$ cat config.mk
export PLATFORM = sky130hd
export DESIGN_NAME = sir_socket_regs
export DESIGN_NICKNAME = d
export VERILOG_FILES = /design/src/sir_pkg.sv /design/src/sir_socket_regs.sv /design/src/sir_sync.sv /design/src/sir_win_decode.sv
export SDC_FILE = /design/constraint.sdc
export NUM_CORES = 1
export LEC_CHECK = 0
export ABC_CLOCK_PERIOD_IN_PS = 6450
export BUFFER_PORTS_ARGS = -buffer_cell sky130_fd_sc_hd__buf_2
export CORE_UTILIZATION = 45
export DETAILED_ROUTE_END_ITERATION = 8
export MAX_ROUTING_LAYER = met4
export PLACE_DENSITY = 0.66
export SYNTH_ARGS = -nofsm -noshare
export SYNTH_HDL_FRONTEND = slang
export SYNTH_SLANG_ARGS = --single-unit
$ cat constraint.sdc
create_clock -name hclk -period 6.45 [get_ports hclk]
set_input_delay 0.3225 -clock hclk [delete_from_list [all_inputs] [get_ports hclk]]
set_output_delay 0.3225 -clock hclk [all_outputs]
set_load 0.02 [all_outputs]
$ cat src/sir_pkg.sv
`default_nettype none
package sir_pkg;
  // register indices; byte address is four times the index
  localparam logic [5:0] IDX_IF_STATUS        = 6'h01;
  localparam logic [5:0] IDX_IRQ_GEN_CTRL     = 6'h03;
  localparam logic [5:0] IDX_CSC_FLAGS        = 6'h04;
  localparam logic [5:0] IDX_CSC_CFG          = 6'h05;
  localparam logic [5:0] IDX_IO_WIN_CTRL      = 6'h07;
  localparam logic [5:0] IDX_W0_START_LO      = 6'h08;
  localparam logic [5:0] IDX_W0_START_HI      = 6'h09;
  localparam logic [5:0] IDX_W0_STOP_LO       = 6'h0A;
  localparam logic [5:0] IDX_W0_STOP_HI       = 6'h0B;
  localparam logic [5:0] IDX_W1_START_LO      = 6'h0C;
  localparam logic [5:0] IDX_W1_START_HI      = 6'h0D;
  localparam logic [5:0] IDX_W1_STOP_LO       = 6'h0E;
  localparam logic [5:0] IDX_W1_STOP_HI       = 6'h0F;
  localparam logic [5:0] IDX_CARD_DETECT_CTRL = 6'h16;
  localparam int unsigned IDX_LSB             = 2;
  localparam int unsigned DECODE_MSB          = 7;
  // card_irq_general_control fields
  localparam int unsigned BIT_CARD_RESET_N    = 6;
  localparam int unsigned BIT_CARD_TYPE_IO    = 5;
  localparam int unsigned IO_IRQ_SEL_LSB      = 0;
  localparam logic [7:0]  IRQ_GEN_MASK        = 8'h6F;
  // status_change_irq_config fields
  localparam int unsigned CSC_IRQ_SEL_LSB     = 4;
  localparam int unsigned BIT_DETECT_EN       = 3;
  localparam int unsigned BIT_READY_EN        = 2;
  localparam int unsigned BIT_BWARN_EN        = 1;
  localparam int unsigned BIT_BDEAD_EN        = 0;
  localparam int unsigned IRQ_SEL_W           = 4;
  // io_window_control fields
  localparam int unsigned BIT_W1_SIZE         = 4;
  localparam int unsigned BIT_W0_SIZE         = 0;
  localparam logic [7:0]  IO_CTRL_MASK        = 8'h11;
  // card_detect_control fields
  localparam int unsigned BIT_SW_DETECT       = 5;
  localparam int unsigned BIT_CFG_RESET_EN    = 1;
  // card_status_change flag bits, write one to clear
  localparam int unsigned FLAG_BDEAD          = 0;
  localparam int unsigned FLAG_BWARN          = 1;
  localparam int unsigned FLAG_READY          = 2;
  localparam int unsigned FLAG_DETECT         = 3;
  localparam int unsigned FLAG_W              = 4;
  // synchronised pin vector positions
  localparam int unsigned PIN_CD1             = 0;
  localparam int unsigned PIN_CD2             = 1;
  localparam int unsigned PIN_READY           = 2;
  localparam int unsigned PIN_STATUS_CHANGE_N          = 3;
  localparam int unsigned PIN_BWARN           = 4;
  localparam int unsigned PIN_IO16            = 5;
  localparam int unsigned PIN_W               = 6;
  localparam int unsigned IRQ_LINES           = 16;
  localparam logic [7:0]  REG_RESET           = 8'h00;
  localparam logic [15:0] ADDR_RESET          = 16'h0000;
endpackage
`default_nettype wire

$ cat src/sir_socket_regs.sv
`default_nettype none
module sir_socket_regs (
  input  wire logic                              hclk,
  input  wire logic                              hresetn,
  input  wire logic                              hsel,
  input  wire logic [31:0]                       haddr,
  input  wire logic [1:0]                        htrans,
  input  wire logic                              hwrite,
  input  wire logic [2:0]                        hsize,
  input  wire logic [31:0]                       hwdata,
  input  wire logic                              hready,
  output logic                                   hreadyout,
  output logic                                   hresp,
  output logic      [31:0]                       hrdata,
  input  wire logic                              card_detect_one,
  input  wire logic                              card_detect_two,
  input  wire logic                              ready_busy_n,
  input  wire logic                              status_change_n,
  input  wire logic                              batt_warn_n,
  input  wire logic                              io_is_16_n,
  input  wire logic [1:0]                        card_enable_n,
  input  wire logic [15:0]                       io_addr,
  input  wire logic                              io_req,
  output logic                                   card_reset,
  output logic                                   card_is_io,
  output logic      [1:0]                        win_hit,
  output logic                                   io_word_path,
  output logic                                   io_word_cycle,
  output logic      [sir_pkg::IRQ_LINES-1:0]     io_irq_line,
  output logic      [sir_pkg::IRQ_LINES-1:0]     csc_irq_line,
  output logic                                   cfg_reset_pulse
);
  import sir_pkg::*;

  typedef struct packed {
    logic              ph_valid;
    logic              ph_write;
    logic              ph_mapped;
    logic [5:0]        ph_index;
    logic [31:0]       rdata;
    logic [7:0]        irq_gen;
    logic [7:0]        csc_cfg;
    logic [7:0]        io_ctrl;
    logic [15:0]       w0_start;
    logic [15:0]       w0_stop;
    logic [15:0]       w1_start;
    logic [15:0]       w1_stop;
    logic              cfg_reset_en;
    logic [FLAG_W-1:0] csc_flags;
    logic [1:0]        warm;
    logic              primed;
    logic              cd1_prev;
    logic              cd2_prev;
    logic              rdy_prev;
    logic              status_change_n_prev;
    logic              bwarn_prev;
    logic              cfg_rst;
  } sir_state_type;

  sir_state_type st;
  sir_state_type next_st;

  logic [PIN_W-1:0] pins;
  logic             take;
  logic             wr;
  logic [7:0]       wdat;
  logic             sw_detect;
  logic [FLAG_W-1:0] flag_clear;
  logic [FLAG_W-1:0] events;
  logic             cd_change;
  logic             is_io;
  logic [1:0]       win_word;
  logic             io16_qualified;

  // one-hot system line; select value zero routes nowhere
  function automatic logic [IRQ_LINES-1:0] line_decode(input logic [IRQ_SEL_W-1:0] sel);
    logic [IRQ_LINES-1:0] line;
    line = '0;
    if (sel != '0)
      line[sel] = 1'b1;
    return line;
  endfunction

  function automatic logic index_mapped(input logic [5:0] idx);
    logic ok;
    ok = 1'b0;
    if ((idx == IDX_IF_STATUS) || (idx == IDX_IRQ_GEN_CTRL) || (idx == IDX_CSC_FLAGS) ||
        (idx == IDX_CSC_CFG) || (idx == IDX_CARD_DETECT_CTRL) ||
        ((idx >= IDX_IO_WIN_CTRL) && (idx <= IDX_W1_STOP_HI)))
      ok = 1'b1;
    return ok;
  endfunction

  function automatic logic [7:0] read_value(input logic [5:0] idx, input sir_state_type s,
                                            input logic [PIN_W-1:0] p);
    logic [7:0] v;
    v = 8'h00;
    unique case (idx)
      IDX_IF_STATUS:
      begin
        v[0] = p[PIN_STATUS_CHANGE_N];
        v[1] = p[PIN_BWARN];
        v[2] = p[PIN_CD1];
        v[3] = p[PIN_CD2];
        v[5] = p[PIN_READY];
      end
      IDX_IRQ_GEN_CTRL:     v = s.irq_gen;
      IDX_CSC_FLAGS:        v = {4'h0, s.csc_flags};
      IDX_CSC_CFG:          v = s.csc_cfg;
      IDX_IO_WIN_CTRL:      v = s.io_ctrl;
      IDX_W0_START_LO:      v = s.w0_start[7:0];
      IDX_W0_START_HI:      v = s.w0_start[15:8];
      IDX_W0_STOP_LO:       v = s.w0_stop[7:0];
      IDX_W0_STOP_HI:       v = s.w0_stop[15:8];
      IDX_W1_START_LO:      v = s.w1_start[7:0];
      IDX_W1_START_HI:      v = s.w1_start[15:8];
      IDX_W1_STOP_LO:       v = s.w1_stop[7:0];
      IDX_W1_STOP_HI:       v = s.w1_stop[15:8];
      // software detect bit is never stored, so it reads zero
      IDX_CARD_DETECT_CTRL: v[BIT_CFG_RESET_EN] = s.cfg_reset_en;
      default:              v = 8'h00;
    endcase
    return v;
  endfunction

  sir_sync #(
    .WIDTH (PIN_W)
  ) u_pin_sync (
    .hclk     (hclk),
    .hresetn  (hresetn),
    .async_in ({io_is_16_n, batt_warn_n, status_change_n, ready_busy_n, card_detect_two, card_detect_one}),
    .sync_out (pins)
  );

  sir_win_decode #(
    .ADDR_W (16)
  ) u_win0 (
    .io_addr    (io_addr),
    .io_req     (io_req),
    .start_addr (st.w0_start),
    .stop_addr  (st.w0_stop),
    .size_16    (st.io_ctrl[BIT_W0_SIZE]),
    .hit        (win_hit[0]),
    .word_path  (win_word[0])
  );

  sir_win_decode #(
    .ADDR_W (16)
  ) u_win1 (
    .io_addr    (io_addr),
    .io_req     (io_req),
    .start_addr (st.w1_start),
    .stop_addr  (st.w1_stop),
    .size_16    (st.io_ctrl[BIT_W1_SIZE]),
    .hit        (win_hit[1]),
    .word_path  (win_word[1])
  );

  assign is_io = st.irq_gen[BIT_CARD_TYPE_IO];

  always_comb
  begin
    next_st    = st;
    sw_detect  = 1'b0;
    flag_clear = '0;
    wdat       = hwdata[7:0];
    take       = hsel && htrans[1] && hready;
    wr         = st.ph_valid && st.ph_write && st.ph_mapped;

    // data phase write; narrow registers sit in the low byte
    if (wr)
    begin
      unique case (st.ph_index)
        IDX_IRQ_GEN_CTRL:     next_st.irq_gen = wdat & IRQ_GEN_MASK;
        IDX_CSC_FLAGS:        flag_clear = wdat[FLAG_W-1:0];
        IDX_CSC_CFG:          next_st.csc_cfg = wdat;
        IDX_IO_WIN_CTRL:      next_st.io_ctrl = wdat & IO_CTRL_MASK;
        IDX_W0_START_LO:      next_st.w0_start[7:0] = wdat;
        IDX_W0_START_HI:      next_st.w0_start[15:8] = wdat;
        IDX_W0_STOP_LO:       next_st.w0_stop[7:0] = wdat;
        IDX_W0_STOP_HI:       next_st.w0_stop[15:8] = wdat;
        IDX_W1_START_LO:      next_st.w1_start[7:0] = wdat;
        IDX_W1_START_HI:      next_st.w1_start[15:8] = wdat;
        IDX_W1_STOP_LO:       next_st.w1_stop[7:0] = wdat;
        IDX_W1_STOP_HI:       next_st.w1_stop[15:8] = wdat;
        IDX_CARD_DETECT_CTRL:
        begin
          sw_detect            = wdat[BIT_SW_DETECT];
          next_st.cfg_reset_en = wdat[BIT_CFG_RESET_EN];
        end
        default:              sw_detect = 1'b0;
      endcase
    end

    // pin history; the synchroniser shows zeros for two edges after reset,
    // so edges count only once its output and the history are both real
    next_st.warm        = {st.warm[0], 1'b1};
    next_st.primed      = st.warm[1];
    next_st.cd1_prev    = pins[PIN_CD1];
    next_st.cd2_prev    = pins[PIN_CD2];
    next_st.rdy_prev    = pins[PIN_READY];
    next_st.status_change_n_prev = pins[PIN_STATUS_CHANGE_N];
    next_st.bwarn_prev  = pins[PIN_BWARN];

    cd_change = st.primed && ((pins[PIN_CD1] != st.cd1_prev) || (pins[PIN_CD2] != st.cd2_prev));

    events = '0;
    events[FLAG_DETECT] = st.csc_cfg[BIT_DETECT_EN] && (cd_change || sw_detect);
    events[FLAG_READY]  = st.csc_cfg[BIT_READY_EN] && !is_io && st.primed &&
                          pins[PIN_READY] && !st.rdy_prev;
    events[FLAG_BWARN]  = st.csc_cfg[BIT_BWARN_EN] && st.primed &&
                          !pins[PIN_BWARN] && st.bwarn_prev;
    // memory card: battery dead; I/O card: status change pulled low
    events[FLAG_BDEAD]  = st.csc_cfg[BIT_BDEAD_EN] && st.primed &&
                          !pins[PIN_STATUS_CHANGE_N] && st.status_change_n_prev;

    // a new event beats a clear in the same cycle
    next_st.csc_flags = (st.csc_flags & ~flag_clear) | events;

    // both detect inputs going high requests a configuration reset
    next_st.cfg_rst = st.cfg_reset_en && st.primed && pins[PIN_CD1] && pins[PIN_CD2] &&
                      !(st.cd1_prev && st.cd2_prev);

    // address phase; read data comes from next state so a write just ahead is seen
    if (take)
    begin
      next_st.ph_valid  = 1'b1;
      next_st.ph_write  = hwrite;
      next_st.ph_index  = haddr[DECODE_MSB:IDX_LSB];
      next_st.ph_mapped = (haddr[31:DECODE_MSB+1] == '0) && index_mapped(haddr[DECODE_MSB:IDX_LSB]);
      if (!hwrite && next_st.ph_mapped)
        next_st.rdata = {24'h000000, read_value(haddr[DECODE_MSB:IDX_LSB], next_st, pins)};
      else
        next_st.rdata = 32'h00000000;
    end
    else
    begin
      next_st.ph_valid = 1'b0;
    end
  end

  always_ff @(posedge hclk or negedge hresetn)
  begin
    if (!hresetn)
    begin
      st           <= '0;
      st.irq_gen   <= REG_RESET;
      st.csc_cfg   <= REG_RESET;
      st.io_ctrl   <= REG_RESET;
      st.w0_start  <= ADDR_RESET;
      st.w0_stop   <= ADDR_RESET;
      st.w1_start  <= ADDR_RESET;
      st.w1_stop   <= ADDR_RESET;
    end
    else
    begin
      st <= next_st;
    end
  end

  // zero wait state slave, always OKAY
  assign hreadyout = 1'b1;
  assign hresp     = 1'b0;
  assign hrdata    = st.rdata;

  assign card_reset = !st.irq_gen[BIT_CARD_RESET_N];
  assign card_is_io = is_io;

  // in I/O mode the ready pin carries the card interrupt, active low
  assign io_irq_line = (is_io && !pins[PIN_READY]) ?
                       line_decode(st.irq_gen[IO_IRQ_SEL_LSB +: IRQ_SEL_W]) : '0;
  assign csc_irq_line = (st.csc_flags != '0) ?
                        line_decode(st.csc_cfg[CSC_IRQ_SEL_LSB +: IRQ_SEL_W]) : '0;

  // window 0 wins when windows overlap
  assign io_word_path = win_hit[0] ? win_word[0] : win_word[1];
  // io_is_16_n passes the pin synchroniser, so it is valid two edges after enable; the card decodes only while enabled
  assign io16_qualified = (card_enable_n != 2'b11) && !pins[PIN_IO16];
  assign io_word_cycle  = io_word_path && io16_qualified;

  assign cfg_reset_pulse = st.cfg_rst;
endmodule
`default_nettype wire

$ cat src/sir_sync.sv
`default_nettype none
module sir_sync #(
  parameter int WIDTH = 1
) (
  input  wire logic             hclk,
  input  wire logic             hresetn,
  input  wire logic [WIDTH-1:0] async_in,
  output logic      [WIDTH-1:0] sync_out
);
  import sir_pkg::*;

  typedef struct packed {
    logic [WIDTH-1:0] stage1;
    logic [WIDTH-1:0] stage2;
  } sir_sync_state_type;

  sir_sync_state_type st;
  sir_sync_state_type next_st;

  // stage1 feeds stage2 only
  always_comb
  begin
    next_st        = st;
    next_st.stage1 = async_in;
    next_st.stage2 = st.stage1;
  end

  always_ff @(posedge hclk or negedge hresetn)
  begin
    if (!hresetn)
      st <= '0;
    else
      st <= next_st;
  end

  assign sync_out = st.stage2;
endmodule
`default_nettype wire

$ cat src/sir_win_decode.sv
`default_nettype none
module sir_win_decode #(
  parameter int ADDR_W = 16
) (
  input  wire logic [ADDR_W-1:0] io_addr,
  input  wire logic              io_req,
  input  wire logic [ADDR_W-1:0] start_addr,
  input  wire logic [ADDR_W-1:0] stop_addr,
  input  wire logic              size_16,
  output logic                   hit,
  output logic                   word_path
);
  import sir_pkg::*;

  // both bounds inclusive: start equal to stop is a one byte window
  always_comb
  begin
    hit       = io_req && (io_addr >= start_addr) && (io_addr <= stop_addr);
    word_path = hit && size_16;
  end
endmodule
`default_nettype wire

==> results.md <==
- Crit-path cells: inv_1 -> ha_1 -> nand4_1 -> nor3_1 -> a21boi_0 -> or4_1 -> a32oi_1 -> mux2i_1 -> buf_2
- Routed Antenna Nets: 0
- WL final: 22730 um
- Fin Setup TNS: 0 ns
- TritonCTS Buffers: 17
- Diode count: 0
- Synth unique cells: 68
- Met2 Usage GRT: 0.3989
- Slew HR: 0.09728
- Die H: 134.8 um
- Post-DP HPWL: 16980 um
- IO buf count: 113
- H-tree depth: 4
- Cell count after synthesis: 779
- First-pass DRT Iterations: 7
- Final min period: 3.158 ns
- Layout Nets: 1049
- Wire length per cell: 20.22 um
- Initial core utilization: 0.4601
- DRC Markers: 1
- Post-Syn Area: 7930 sq um
- PwrDens: 234.4 nW/um^2
- Max Slew Vio Count: 0
- Slowest CP cell: or4_1
- RSZ-0062 raised after global routing: no
- Met3 Track Usage GR: 0.05068
- EDFF count, synth: 0
- Non-filler cells, final: 1124
- Buffers inserted by post-CTS timing repair: 0
- TritonCTS clock tree: yes
- Measured slew at the worst slew-check pin: 1.351 ns
- Largest net degree at the start of global routing: 71
- Vias per cell: 5.717
- Critical path class: register to primary output
- Max clock buf depth: 2
- Die Footprint: 18160 sq um
- Max-Cap Viols: 0
- Delay of the slowest critical-path stage: 0.49 ns
- Final instance area: 9261 sq um
- DR vias: 6426
- Data arrival, critical path: 2.84 ns
- Worst Setup End Kind: primary output
- Post-synth top area share: 0.4134
- Layout cell share with drive strength beyond 1: 0.2592
- Async set-reset flop share out of synthesis: 1.000
- Setup crit start kind: register
- Seq/Total Area, Yosys: 0.4134
- Post-place instance area: 8537 sq um
- Top cells by area, synth: dfrtp_1 41%, ha_1 10%, mux2_2 10%, buf_4 3.6%, inv_1 3.4%
- Core area: 17240 sq um
- Placed cells: 1085
- Hold Crit Class: primary input to register
- Outcome: finished, violations left
- Pleak: 4.379 nW
- Area leader, netlist: dfrtp_1
- Peak supply drop: 0.1855 mV
- Clk sinks: 131
- Met1 demand-to-capacity share in global routing: 0.3525
- Chip Width: 134.8 um
- Synth warn: 0
- Row cnt: 48
- Vias in the first global route: 6072
- Violated checks: DRC
- Maximum clock frequency: 316.7 MHz
- Hold_ws: 0.1785 ns
- Final count of negative-setup-slack endpoints: 0
- Iter 0 DRT Violations: 455
- Worst-path fanout max: 3
- Hold Path Depth: 2
- Wire length of the first global-routing pass: 34440 um
- Area delta synth->final: 16.79%
- GRT Max-Usage Layer: met2
- Clk slew on worst S/H paths: 0.06 ns
- Total congestion overflow: 0
- Initial antenna violation count: 0
- Final Cycle Share: 0.4896
- Predominant post-synthesis flop cell: dfrtp_1
- Clk root buf: clkbuf_16
- GRT Overall Usage: 0.2668
- Synth top cells by count: 131 x dfrtp_1, 71 x inv_1, 71 x mux2_2, 64 x ha_1, 41 x nand2_1
- Clk Latency, worst-skew pair: 0.43 ns
- Flops & latches, synth: 131
- RD Place Congestion: 0.8886
- Final-report hold violation count: 0
- Most numerous cell in the Yosys netlist: dfrtp_1
- Synthesized area per cell: 10.18 sq um
- Reg2Reg Depth: 6
- Ports: 172
- Setup Skew: 0.007913 ns
- CP required: 6.13 ns
-- repair_timing --
action	in CTS	in global routing
hold buffers	7	0
resized for setup	0	0
hold endpoints to repair	75	0
-- layer usage --
layer	wire, um	vias to the layer above
met5	0	-
met2	10470	274
li1	-	2977
met4	717	0
met1	9904	3130
met3	1629	45
-- area by class of cell --
cell class / instances / area, sq um
Tap cell: 225 / 281.5
Multi-Input combinational cell: 537 / 4083
Inverter: 72 / 270.3
Clock inverter: 15 / 229.0
Sequential cell: 131 / 3278
Timing Repair Buffer: 127 / 694.4
Clock buffer: 17 / 425.4
Fill cell: 1554 / 7975
-- registers in the layout (all words and copies together) (netlist names) --
name                 cells
card_is_io               1
cfg_reset_pulse          1
hrdata                   8
next_st                  2
st                     107
u_pin_sync.next_st       6
u_pin_sync.sync_out      6
-- worst paths after layout --
kind	start	endpoint	slack, ns
setup / recovery	st[59]$_DFF_PN0_	io_word_cycle	3.29
hold / removal	hwrite	st[141]$_DFFE_PN0P_	0.18
setup reg to reg	st[139]$_DFFE_PN0P_	hrdata[1]$_DFFE_PN0P_	3.36
hold reg to reg	next_st[6]$_DFF_PN0_	st[6]$_DFF_PN0_	0.35
max in group asynchronous	hresetn	st[5]$_DFF_PN0_	4.71
min in group asynchronous	hresetn	u_pin_sync.sync_out[5]$_DFF_PN0_	0.48
-- cell families after synthesis --
kind of cell               synth area share
buffers and inverters               0.08457
DFF                                  0.4134
AOI/OAI and AO/OA                    0.1259
other                             0.0009470
and+or+nand+nor                      0.1554
adders and majority gates            0.1010
xor gates and xnor gates           0.002209
muxes                                0.1166
-- where the power goes --
group,switching (mW),internal [mW],leakage (nW)
clock network,0.385,0.689,0.318
logic,0.140,0.0814,2.47
registers,0.0259,0.850,1.59
total,0.551,1.62,4.38
-- stage by stage --
step / setup slack, ns / util / power [mW]
6_report: 3.292 / 0.5373 / 2.171
3_5_place_dp: 3.311 / 0.4953 / 1.107
2_1_floorplan: 3.762 / - / 1.029
4_1_cts: 3.271 / 0.5373 / 2.180
5_1_grt: 3.153 / 0.5373 / 2.246
3_3_place_gp: 3.408 / 0.4953 / 1.103
-- worst max-delay path: cells and delay by family (launching register included) --
kind / cells / cell delay, ns
multiplexers: 1 / 0.24
adder cells (fa/ha/maj): 1 / 0.26
AND/OR/NAND/NOR: 3 / 0.79
buffers and inverters: 2 / 0.29
flip-flops: 1 / 0.36
AO/OA/AOI/OAI: 2 / 0.49
-- layout by cell type (no fill, tap or decap), types with 19 or more instances in the layout --
cell / instances
inv_1: 71
a22oi_1: 22
mux2_2: 71
buf_2: 112
nor2_1: 35
ha_1: 64
nand2_1: 41
and2_1: 19
conb_1: 29
nand3_1: 24
dfrtp_1: 131
a21oi_1: 23
(Power assumes the default switching activity.)
